### src/pps_map.svh
`ifndef PPS_MAP_SVH
`define PPS_MAP_SVH
// operating modes
`define PPS_MODE_EXP1    2'h1
`define PPS_MODE_EXP2    2'h2
`define PPS_MODE_SINGLE  2'h3
// bit positions inside port 7
`define PPS_P7_RD_BIT    4
`define PPS_P7_WR_BIT    5
`define PPS_P7_AS_BIT    6
`define PPS_P7_WAIT_BIT  7
// bit position of the shared clock pin in port 4
`define PPS_P4_CLK_BIT   6
`endif

### src/pps_pkg.sv
package pps_pkg;
    typedef enum logic [2:0] {
        PPS_COND_RESET,
        PPS_COND_HWSTBY,
        PPS_COND_SWSTBY,
        PPS_COND_SLEEP,
        PPS_COND_NORMAL
    } pps_cond_e;

    typedef struct packed {
        logic [7:0] addrLo;
        logic [7:0] addrHi;
        logic [7:0] p1Out;
        logic [7:0] p2Out;
        logic [7:0] p3Out;
        logic [7:0] p4Out;
        logic [7:0] p5Out;
        logic [7:0] p6Out;
        logic [7:0] p7Out;
        logic [7:0] p1Oe;
        logic [7:0] p2Oe;
        logic [7:0] p3Oe;
        logic [7:0] p4Oe;
        logic [7:0] p5Oe;
        logic [7:0] p6Oe;
        logic [7:0] p7Oe;
    } pps_state_s;
endpackage : pps_pkg

### src/pps_port_pin_state.sv
`include "pps_map.svh"

module pps_port_pin_state
    import pps_pkg::*;
#(
    parameter int NPORT = 7
) (
    // clock and reset
    input  wire logic       clk_sys,
    input  wire logic       reset_n,
    // operating condition and mode
    input  wire pps_cond_e  opCond,
    input  wire logic [1:0] mcuMode,
    // port direction and value bits, ports 1..7 packed low to high
    input  wire logic [NPORT*8-1:0] portDir,
    input  wire logic [NPORT*8-1:0] pin_output_value_bit,
    // peripheral overrides per pin
    input  wire logic [NPORT*8-1:0] periphEn,
    input  wire logic [NPORT*8-1:0] periphOe,
    input  wire logic [NPORT*8-1:0] periphOut,
    // external bus from the cpu core
    input  wire logic [15:0] busAddr,
    input  wire logic [7:0]  busWrData,
    input  wire logic        busWrEn,
    input  wire logic        addr_strobe_pin,
    input  wire logic        busWrStrobe,
    input  wire logic        busRdStrobe,
    input  wire logic        sysClkOut,
    // pins
    output logic [NPORT*8-1:0] pinOut,
    output logic [NPORT*8-1:0] pinOe,
    output logic [NPORT*8-1:0] pinPullUp,
    output logic               peripheralReset
);
    logic       rstMeta;
    logic       rstSync_n;
    pps_state_s st_r;
    pps_state_s st_nxt;
    logic [NPORT*8-1:0] outQ;
    logic [NPORT*8-1:0] oeQ;

    always_ff @(posedge clk_sys or negedge reset_n) begin
        if (!reset_n) begin
            rstMeta   <= 1'b0;
            rstSync_n <= 1'b0;
        end else begin
            rstMeta   <= 1'b1;
            rstSync_n <= rstMeta;
        end
    end

    function automatic logic isExpanded(input logic [1:0] m);
        isExpanded = (m == `PPS_MODE_EXP1) || (m == `PPS_MODE_EXP2);
    endfunction : isExpanded

    assign outQ = {st_r.p7Out, st_r.p6Out, st_r.p5Out, st_r.p4Out,
                   st_r.p3Out, st_r.p2Out, st_r.p1Out};
    assign oeQ  = {st_r.p7Oe, st_r.p6Oe, st_r.p5Oe, st_r.p4Oe,
                   st_r.p3Oe, st_r.p2Oe, st_r.p1Oe};

    // peripherals are held in reset while in software standby
    assign peripheralReset = (opCond == PPS_COND_SWSTBY) ||
                             (opCond == PPS_COND_RESET);

    always_comb begin
        logic [NPORT*8-1:0] o;
        logic [NPORT*8-1:0] e;
        logic [NPORT*8-1:0] pu;
        logic               exp;
        int                 ck;
        o   = outQ;
        e   = oeQ;
        pu  = '0;
        exp = isExpanded(mcuMode);
        ck  = 24 + `PPS_P4_CLK_BIT;
        st_nxt = st_r;
        unique case (opCond)
            PPS_COND_RESET: begin
                o = '0;
                e = '0;
                if (exp) begin
                    // mode 2 address pins float until directions are set
                    if (mcuMode == `PPS_MODE_EXP1) begin
                        e[15:0] = 16'hFFFF;
                    end
                    o[15:0] = 16'h0000;
                    e[ck] = 1'b1;
                    o[ck] = sysClkOut;
                    for (int i = `PPS_P7_RD_BIT; i <= `PPS_P7_AS_BIT; i++) begin
                        e[48+i] = 1'b1;
                        o[48+i] = 1'b1;
                    end
                end
            end
            PPS_COND_HWSTBY: begin
                o = '0;
                e = '0;
            end
            PPS_COND_SWSTBY: begin
                // plain port per direction and value bits
                for (int i = 0; i < NPORT*8; i++) begin
                    e[i] = portDir[i];
                    o[i] = pin_output_value_bit[i];
                end
                if (exp) begin
                    if (mcuMode == `PPS_MODE_EXP1) begin
                        e[15:0] = 16'hFFFF;
                        o[15:0] = 16'h0000;
                    end else begin
                        for (int i = 0; i < 16; i++)
                            if (portDir[i]) o[i] = 1'b0;
                    end
                    e[23:16] = 8'h00;
                    e[ck] = 1'b1;
                    o[ck] = 1'b1;
                    for (int i = `PPS_P7_RD_BIT; i <= `PPS_P7_AS_BIT; i++) begin
                        e[48+i] = 1'b1;
                        o[48+i] = 1'b1;
                    end
                    e[48+`PPS_P7_WAIT_BIT] = 1'b0;
                end else begin
                    e[ck] = portDir[ck];
                    o[ck] = 1'b1;
                end
            end
            PPS_COND_SLEEP: begin
                // everything else keeps its previous state
                if (exp) begin
                    for (int i = 0; i < 8; i++) begin
                        o[i]   = st_r.addrLo[i];
                        o[8+i] = st_r.addrHi[i];
                    end
                    e[23:16] = 8'h00;
                    e[ck] = 1'b1;
                    o[ck] = sysClkOut;
                    for (int i = `PPS_P7_RD_BIT; i <= `PPS_P7_AS_BIT; i++) begin
                        e[48+i] = 1'b1;
                        o[48+i] = 1'b1;
                    end
                end else begin
                    e[ck] = portDir[ck];
                    o[ck] = sysClkOut;
                end
            end
            PPS_COND_NORMAL: begin
                for (int i = 0; i < NPORT*8; i++) begin
                    if (periphEn[i]) begin
                        e[i] = periphOe[i];
                        o[i] = periphOut[i];
                    end else begin
                        e[i] = portDir[i];
                        o[i] = pin_output_value_bit[i];
                    end
                end
                if (exp) begin
                    for (int i = 0; i < 16; i++) begin
                        e[i] = (mcuMode == `PPS_MODE_EXP1) || portDir[i];
                        o[i] = busAddr[i];
                    end
                    e[23:16] = {8{busWrEn}};
                    o[23:16] = busWrData;
                    e[ck] = 1'b1;
                    o[ck] = sysClkOut;
                    e[48+`PPS_P7_AS_BIT] = 1'b1;
                    o[48+`PPS_P7_AS_BIT] = addr_strobe_pin;
                    e[48+`PPS_P7_WR_BIT] = 1'b1;
                    o[48+`PPS_P7_WR_BIT] = busWrStrobe;
                    e[48+`PPS_P7_RD_BIT] = 1'b1;
                    o[48+`PPS_P7_RD_BIT] = busRdStrobe;
                    st_nxt.addrLo = busAddr[7:0];
                    st_nxt.addrHi = busAddr[15:8];
                end else begin
                    e[ck] = portDir[ck];
                    o[ck] = sysClkOut;
                end
            end
            default: begin
                o = '0;
                e = '0;
            end
        endcase
        // held or plain inputs: pull-up only for direction 0, value 1
        for (int i = 0; i < NPORT*8; i++)
            pu[i] = !e[i] && !portDir[i] && pin_output_value_bit[i] &&
                    (opCond != PPS_COND_HWSTBY) &&
                    (opCond != PPS_COND_RESET);
        // held outputs keep their last level through the state copy
        {st_nxt.p7Out, st_nxt.p6Out, st_nxt.p5Out, st_nxt.p4Out,
         st_nxt.p3Out, st_nxt.p2Out, st_nxt.p1Out} = o;
        {st_nxt.p7Oe, st_nxt.p6Oe, st_nxt.p5Oe, st_nxt.p4Oe,
         st_nxt.p3Oe, st_nxt.p2Oe, st_nxt.p1Oe} = e;
        pinPullUp = pu;
    end

    always_ff @(posedge clk_sys or negedge rstSync_n) begin
        if (!rstSync_n) begin
            st_r <= '0;
        end else begin
            st_r <= st_nxt;
        end
    end

    // clock pin is gated by its enable flop and passes the live clock except in software standby, where it comes from its flop; other pins come from flops
    always_comb begin
        pinOut = outQ;
        pinOe  = oeQ;
        pinOut[24+`PPS_P4_CLK_BIT] = oeQ[24+`PPS_P4_CLK_BIT] &&
            ((opCond == PPS_COND_SWSTBY) ? outQ[24+`PPS_P4_CLK_BIT]
                                         : sysClkOut);
    end
endmodule : pps_port_pin_state

### config.mk
export PLATFORM = sky130hd
export DESIGN_NAME = pps_port_pin_state
export DESIGN_NICKNAME = d
export VERILOG_FILES = /design/src/pps_pkg.sv /design/src/pps_port_pin_state.sv
export VERILOG_INCLUDE_DIRS = /design/src
export SDC_FILE = /design/constraint.sdc
export NUM_CORES = 1
export LEC_CHECK = 0
export BUFFER_PORTS_ARGS = -buffer_cell sky130_fd_sc_hd__buf_2
export CAP_MARGIN = 20
export CORE_AREA = 3 3 187 189
export CTS_BUF_LIST = sky130_fd_sc_hd__clkbuf_4
export CTS_CLUSTER_DIAMETER = 30
export DETAILED_ROUTE_END_ITERATION = 8
export DIE_AREA = 0 0 190 192
export GPL_ROUTABILITY_DRIVEN = 0
export SKIP_LAST_GASP = 1
export SYNTH_ARGS = -nofsm -noshare
export SYNTH_HDL_FRONTEND = slang
export SYNTH_SLANG_ARGS = --single-unit
### constraint.sdc
create_clock -name clk_sys -period 7.6 [get_ports clk_sys]
set_input_delay 2.28 -clock clk_sys [delete_from_list [all_inputs] [get_ports clk_sys]]
set_output_delay 2.28 -clock clk_sys [all_outputs]
set_load 0.005 [all_outputs]
# Yosys cells after proc, flatten, opt, wreduce, memory -nomap -nowiden
# Index checks and enable logic that the tools add are counted.
# classes
n_eq_ne,7
muxes,160
n_reduce_logical,360
# ops
cell,count
$logic_and A1 B1 Y1,225
$mux W1,130
$pmux W21 S3,2
$logic_not A1 Y1,112
$mux W16,6
$mux W24,3
$pmux W16 S4,1
$pmux W16 S3,1
$pmux W14 S3,1
$pmux W3 S4,2
$pmux W8 S3,1
$logic_or A1 B1 Y1,18
$mux W3,6
$pmux W6 S3,1
$pmux W1 S3,3
$mux W8,1
$eq A3 B2 Y1 const B,2
$mux W4,1
$eq A3 B3 Y1 const B,1
$logic_not A3 Y1,1
$ne A3 B1 Y1 const B,1
$reduce_bool A3 Y1,1
$reduce_or A3 Y1,1
$eq A2 B1 Y1 const B,1
5 further kinds,5
# word_totals
register_bits,130
inputBits,316
out_inout_bits,169
wordCells,547

# Longest topological paths before layout
# Gate-level depths: netlist of the first run.
# depth
ltp_word,9
ltp_mapped,9
mapped_depth_nobuf,6

# Least setup slack after synthesis of the first run
# No wires, ideal clock.
# synth_timing
path_type,input-to-output
startpoint,input mcuMode[0]
endpoint,output pinPullUp[1]
t_arrival_ps,3682
required_ps,5320
slack_ps,1638
path_stages,8
n_path_buf,2
cell_sequence,inv_1 > ha_1 > buf_6 > buf_6 > nor3_1 > a21oi_1 > a211o_1 > nor4b_2
# synth_rtl
item,line_no,text
"start, declared",pps_port_pin_state.sv:13,"input wire logic [1:0] mcuMode,"
"end, declared",pps_port_pin_state.sv:32,"output logic [NPORT*8-1:0] pinPullUp,"

==> results of run 1 <==
-- flip-flops by register name (all words and copies together), names as in the netlist --
| signal | flops |
|---|---|
| pinOut | 55 |
| outQ | 1 |
| rstMeta | 1 |
| st_r | 16 |
| pinOe | 56 |
| rstSync_n | 1 |
-- area by class of cell --
cell class | count | area share (%)
Timing Repair Buffer | 504 | 22.8
Clock buffer | 18 | 1.16
Sequential cell | 130 | 28.0
Clock inverter | 14 | 1.05
Antenna cell | 5 | 0.108
Inverter | 7 | 0.248
Tap cell | 448 | 4.82
Multi-Input combinational cell | 631 | 41.8
-- layer usage --
metal  up-vias  routed length [um]  track usage (%)
met5         -                  74                0
met4        10                 753             5.97
met3        55                2920             5.97
met2       402               18600             33.4
met1      4293               14800             22.4
li1       4103                   -                -
-- power breakdown --
part | total, W | switching (W) | internal [W]
clock network | 0.000475 | 0.000284 | 0.000191
registers | 0.000785 | 0.0000343 | 0.000751
logic | 0.000501 | 0.000270 | 0.000230
-- per-stage QoR --
step / cells / utilization (%) / hold slack, ns / cell area, um2
finish: 1757 / 34.8 / 0.160 / 11600
CTS: 1751 / 34.7 / 0.164 / 11600
global route: 1756 / 34.8 / 0.177 / 11600
detailed placement: 1719 / 33.9 / 0.151 / 11300
global placement: 1719 / 33.9 / 0.150 / 11300
floorplan: 947 / - / 0.331 / 9380
-- logic make-up (layout without fill, tap and decap cells) --
group / Yosys count / in the layout
AOI/OAI and AO/OA: 229 / 229
adders and majority gates: 2 / 2
buffers and inverters: 186 / 543
DFF: 130 / 130
muxes: 166 / 166
other: 1 / 6
and+or+nand+nor: 233 / 233
-- worst max path at each step --
stage | startpoint | slack [ns] | end
2_1_floorplan | mcuMode[0] | 1.64 | pinPullUp[1]
3_3_place_gp | mcuMode[0] | 0.60 | pinPullUp[21]
3_5_place_dp | mcuMode[0] | 0.57 | pinPullUp[21]
4_1_cts | mcuMode[0] | 0.58 | pinPullUp[21]
5_1_grt | mcuMode[0] | 0.60 | pinPullUp[15]
6_report | mcuMode[0] | 0.77 | pinPullUp[15]
-- layout by cell type (no fill, tap or decap), types with 3 or more instances in the layout --
cell type	synthesis	final
o22ai_2	17	17
a21o_1	10	10
nand2_1	71	71
o22ai_1	45	45
a211o_1	19	19
buf_2	26	480
and2_1	3	3
nor4b_2	23	23
clkinv_1	0	5
mux2i_1	151	151
nor3_1	13	13
a22o_1	16	16
clkinv_2	0	4
inv_1	5	5
o21ai_0	19	19
buf_12	0	5
dfrtp_1	130	129
nand2b_1	10	9
a21boi_0	6	6
a21oi_1	45	45
nand3_1	22	22
nor4b_1	31	31
diode_2	0	5
a22oi_1	15	15
clkbuf_4	0	18
mux2_2	15	15
nor2_1	43	42
a32oi_1	8	8
o21bai_1	3	3
a31oi_1	3	3
buf_4	122	17
o21ai_1	5	5
o211ai_1	13	13
-- worst max-delay path, stage by stage --
cell and delay [ns]:
buf_2 0.09, inv_1 0.06, ha_4 0.65, buf_4 0.37, o21bai_1 0.17, o21ai_0 0.12
a211o_1 0.34, nor4b_2 0.29, buf_2 0.16
==> metrics.cfg, run 1 <==
[timing]
tightest_slew_ns = 0.910
rsz0062_at_grt = no
fmax_mhz = 146
finalCritPeriodShare_pct = 89.9
hold_viol_final = 0
slew_violations = 0
relSlewSlack_pct = 39.3
min_period_ns = 6.83
setup_ws_ns = 0.767
timing.setup.tns_ns = 0
setup_viol = 0
fin_worst_skew_ns = 0.0214

[cts]
cts_setup_buffers = 0
ctsResizeCount = 0
ctsHoldBuffers = 0
cts_tree = done
clk_pin_slew_worst_paths_ns = 0.13
clock_latency_ns = 0.58
cts_root_buffer = clkbuf_4
cts.sinks = 130
htree_levels = 4
clk_path_buf_depth = 2
numCtsBuffers = 17

[yosys]
async_flop_share_pct = 100
syn-instance-count = 947
synth_most_common_cell = mux2i_1
synthFlopType = dfrtp_1
synth-xor-area-share_pct = 0
netlist_area_um2 = 9380
synthMuxAreaShare_pct = 17.9
synthesis.nets = 1265
synth-simple-area-share_pct = 15.7
yosys.area.top_type = dfrtp_1
synth-compound-area-share_pct = 17.4
synth_adder_area_share_pct = 0.267
synth_common_cells = mux2i_1 (151), dfrtp_1 (130), buf_4 (122)
synth_edf_count = 0
synth_top_area_share_pct = 34.7
synth_top_family_by_area = multiplexers
ys_seq_area_share_pct = 34.7
ys_ff_latch = 130
yosys_warnings = 0
synth_area_leaders = dfrtp_1 (35%), mux2i_1 (16%), buf_4 (9.8%)
synthDistinctLibCells = 53
syn_avg_cell_area_um2 = 9.91

[global_routing]
grt_max_degree = 64
grt_overflow_total = 0
grt_pass1_vias = 8840
antenna_found_initial = 11
grt_pass1_wl_um = 53300
track_usage_pct = 19.1

[final_layout]
seqCellArea_um2 = 3260
multi_input_area_um2 = 4860
area_growth_syn_to_layout_pct = 23.9
drive_above_1_share_pct = 46.1
fin_nets = 1609
nFillCells = 3514

[floorplanning]
start_util_pct = 28.0
io_pins = 485
num_rows = 67
fp.dieArea_um2 = 36500
coreArea_um2 = 33400
fp.dieW_um = 190
die_h_um = 192

[routing]
drtIter0Drc = 429
drc = 0
post_drt_wl_per_cell_um = 21.1
routed_via_density = 5.04
drt-total-wl_um = 37100
drtPass1Iterations = 5
ant_nets = 0
via_count = 8863

[critical_path]
path_class = primary input to output port
crit_path_max_fanout = 51
worst_setup_path_start_kind = primary input
ff2ff_setup_slack_ns = 6.28
reg2reg_to = pinOut[3]$_DFFE_PN0P_
required_ns = 5.32
reg2reg_depth = 1
critPathCaptureType = output port
r2r-start = rstSync_n$_DFF_PN0_
cp.arrival_ns = 4.55

[power_and_ir_drop]
vdd_drop_max_v = 0.0000754
finalPower_w = 0.00176
leakagePower_nw = 6.29
pwr_density_cell_nw_per_um2 = 151

[hold_path]
hp-class = flip-flop to async pin

[outcome]
status = finished, final reports clean

[placed_design]
dpl_worst_slack_ns = 0.570
io_buffers = 481
hpwlAfterDp_um = 28600

[flow_run]
cap_violations = 0

Power figures use the tool's default switching activity.
==> inputs of run 2 (changes only) <==
--- a/config.mk
+++ b/config.mk
@@ -14,6 +14,7 @@
 export DETAILED_ROUTE_END_ITERATION = 8
 export DIE_AREA = 0 0 190 192
 export GPL_ROUTABILITY_DRIVEN = 0
+export RECOVER_POWER = 50
 export SKIP_LAST_GASP = 1
 export SYNTH_ARGS = -nofsm -noshare
 export SYNTH_HDL_FRONTEND = slang
==> run 2 against run 1 <==
Sequential share of layout area rose by 0.27 points; register-to-register slack lost 2.8 ns; global-route usage stayed put; power shrank 0.49%; sequential power about the same; combinational power decreased by 2%; final cell count unchanged; die area unchanged; flip-flop and latch count stayed put; core utilization fell by 0.37 points; final area fell by 1.1%; clock-buffer cell count is the same; the run now ends with max-capacitance violations, max-slew violations left.
==> metrics.cfg, run 2 (same netlist as run 1, synthesis figures left out) <==
[outcome]
status = complete, but fails checks  ; was finished, final reports clean
violations = max-capacitance violations, max-slew violations

[floorplanning]
fp.dieW_um = 190  ; unchanged
fp.dieArea_um2 = 36500  ; unchanged
coreArea_um2 = 33400  ; unchanged
die_h_um = 192  ; unchanged
num_rows = 67  ; unchanged
io_pins = 485  ; unchanged
start_util_pct = 28.0  ; unchanged

[timing]
tightest_slew_ns = 3.70  ; was 0.910 ns
relSlewSlack_pct = -147  ; was 39.3%
min_period_ns = 6.92  ; was 6.83 ns
fmax_mhz = 144  ; was 146 MHz
hold_viol_final = 0  ; unchanged
setup_viol = 0  ; unchanged
setup_ws_ns = 0.677  ; was 0.767 ns
finalCritPeriodShare_pct = 91.1  ; was 89.9%
slew_violations = 122  ; was 0
timing.setup.tns_ns = 0  ; unchanged
rsz0062_at_grt = no  ; unchanged
fin_worst_skew_ns = 0.0213  ; was 0.0214 ns

[power_and_ir_drop]
leakagePower_nw = 6.23  ; was 6.29 nW
power.share.sequential_pct = 44.8  ; was 44.6%
vdd_drop_max_v = 0.0000753  ; was 0.0000754 V
power_switching_w = 0.000585  ; was 0.000589 W
pwr_density_cell_nw_per_um2 = 152  ; was 151 nW/um2
clkPwrFrac_pct = 27.1  ; was 27.0%
p_sw_share_pct = 33.4  ; about the same
p_int_w = 0.00117  ; about the same
combinationalPowerShare_pct = 28.1  ; was 28.4%

[global_routing]
grt_pass1_vias = 8840  ; unchanged
antenna_found_initial = 11  ; unchanged
grt_overflow_total = 0  ; unchanged
track_usage_pct = 19.1  ; unchanged
grt_max_degree = 64  ; unchanged
grt_pass1_wl_um = 53300  ; unchanged

[cts]
ctsResizeCount = 0  ; unchanged
clock_latency_ns = 0.58  ; about the same
cts.sinks = 130  ; unchanged
cts_root_buffer = clkbuf_4  ; unchanged
cts_setup_buffers = 0  ; unchanged
ctsHoldBuffers = 0  ; unchanged
clk_path_buf_depth = 2  ; unchanged
numCtsBuffers = 17  ; unchanged
clk_pin_slew_worst_paths_ns = 0.13  ; about the same
htree_levels = 4  ; unchanged
cts_tree = done  ; unchanged

[routing]
drt-total-wl_um = 37000  ; was 37100 um
routed_via_density = 5.07  ; was 5.04
post_drt_wl_per_cell_um = 21.1  ; about the same
drtIter0Drc = 425  ; was 429
via_count = 8907  ; was 8863
drc = 0  ; unchanged
ant_nets = 0  ; unchanged
drtPass1Iterations = 5  ; unchanged

[final_layout]
seqCellArea_um2 = 3250  ; was 3260 um2
area_growth_syn_to_layout_pct = 22.6  ; was 23.9%
drive_above_1_share_pct = 43.9  ; was 46.1%
largest_reg_flops = 56  ; unchanged
multi_input_area_um2 = 4760  ; was 4860 um2
layout_commonest_cell = buf_2  ; unchanged
most-common-layout-cells = buf_2 (473), mux2i_1 (151), dfrtp_1 (130)  ; was buf_2 (480), mux2i_1 (151), dfrtp_1 (129)
nFillCells = 3540  ; was 3514
fin_nets = 1609  ; unchanged

[placed_design]
hpwlAfterDp_um = 28600  ; unchanged
io_buffers = 481  ; unchanged
dpl_worst_slack_ns = 0.570  ; unchanged

[critical_path]
worst_setup_path_start_kind = primary input  ; unchanged
max_stage_delay_ns = 0.66  ; was 0.65 ns
crit_chain = clkbuf_1, nand2b_4, buf_12, o22ai_1, nor4b_1, buf_2  ; was buf_2, inv_1, ha_4, buf_4, o21bai_1, o21ai_0, a211o_1, nor4b_2, buf_2
required_ns = 5.32  ; about the same
path_class = primary input to output port  ; unchanged
cp.arrival_ns = 4.64  ; was 4.55 ns
cpMaxStageDelayCell = nand2b_4  ; was ha_4
crit_path_max_fanout = 37  ; was 51
critPathCaptureType = output port  ; unchanged

[flow_run]
cap_violations = 2  ; was 0

[hold_path]
hp-class = flip-flop to async pin  ; unchanged

[run 2: final cells by class]
cell class	instances	share of cell area, %
Timing Repair Buffer	504	22.9
Multi-Input combinational cell	631	41.4
Inverter	7	0.250
Clock inverter	14	1.07
Antenna cell	5	0.109
Clock buffer	18	1.17
Tap cell	448	4.87
Sequential cell	130	28.3
[run 2: worst max-delay path: cells and delay by family]
kind / cells / cell delay (ns)
and+or+nand+nor: 2 / 1.21
buffers and inverters: 3 / 1.02
AOI/OAI and AO/OA: 1 / 0.11
[run 2: final timing paths]
check / startpoint / to / slack (ns) / cells after the start
max: opCond[2] / pinPullUp[46] / 0.68 / 6
min: rstSync_n$_DFF_PN0_ / pinOe[48]$_DFF_PN0_ / 0.18 / 0
max reg2reg: rstSync_n$_DFF_PN0_ / pinOut[3]$_DFFE_PN0P_ / 3.53 / 1
min reg2reg: rstSync_n$_DFF_PN0_ / pinOe[48]$_DFF_PN0_ / 0.18 / 0
max in group asynchronous: rstSync_n$_DFF_PN0_ / pinOut[3]$_DFFE_PN0P_ / 3.53 / 1
min in group clk_sys: rstMeta$_DFF_PN0_ / rstSync_n$_DFF_PN0_ / 0.38 / 0
[run 2: metal layers]
metal  routed length [um]  up-vias  global-route usage [%]
met4                  906       10                    5.97
met1                14600     4315                    22.4
met3                 2980       61                    5.97
met5                   74        -                       0
li1                     -     4102                       -
met2                18500      419                    33.4
[run 2: power by group through the flow]
stage,logic [W],clock network (W),registers (W)
after floorplan,0.000311,0,0.000797
after global placement,0.000498,0,0.000796
after detailed placement,0.000505,0,0.000797
after CTS,0.000506,0.000503,0.000785
after global routing,0.000540,0.000530,0.000793
final,0.000493,0.000474,0.000785
[run 2: stage by stage]
step	utilization, %	instances	cell area (um2)	hold slack, ns	total power [W]
2_1_floorplan	-	947	9380	0.331	0.00111
3_3_place_gp	33.9	1719	11300	0.150	0.00129
3_5_place_dp	33.9	1719	11300	0.151	0.00130
4_1_cts	34.7	1751	11600	0.164	0.00179
5_1_grt	34.4	1756	11500	0.222	0.00186
6_report	34.4	1757	11500	0.178	0.00175
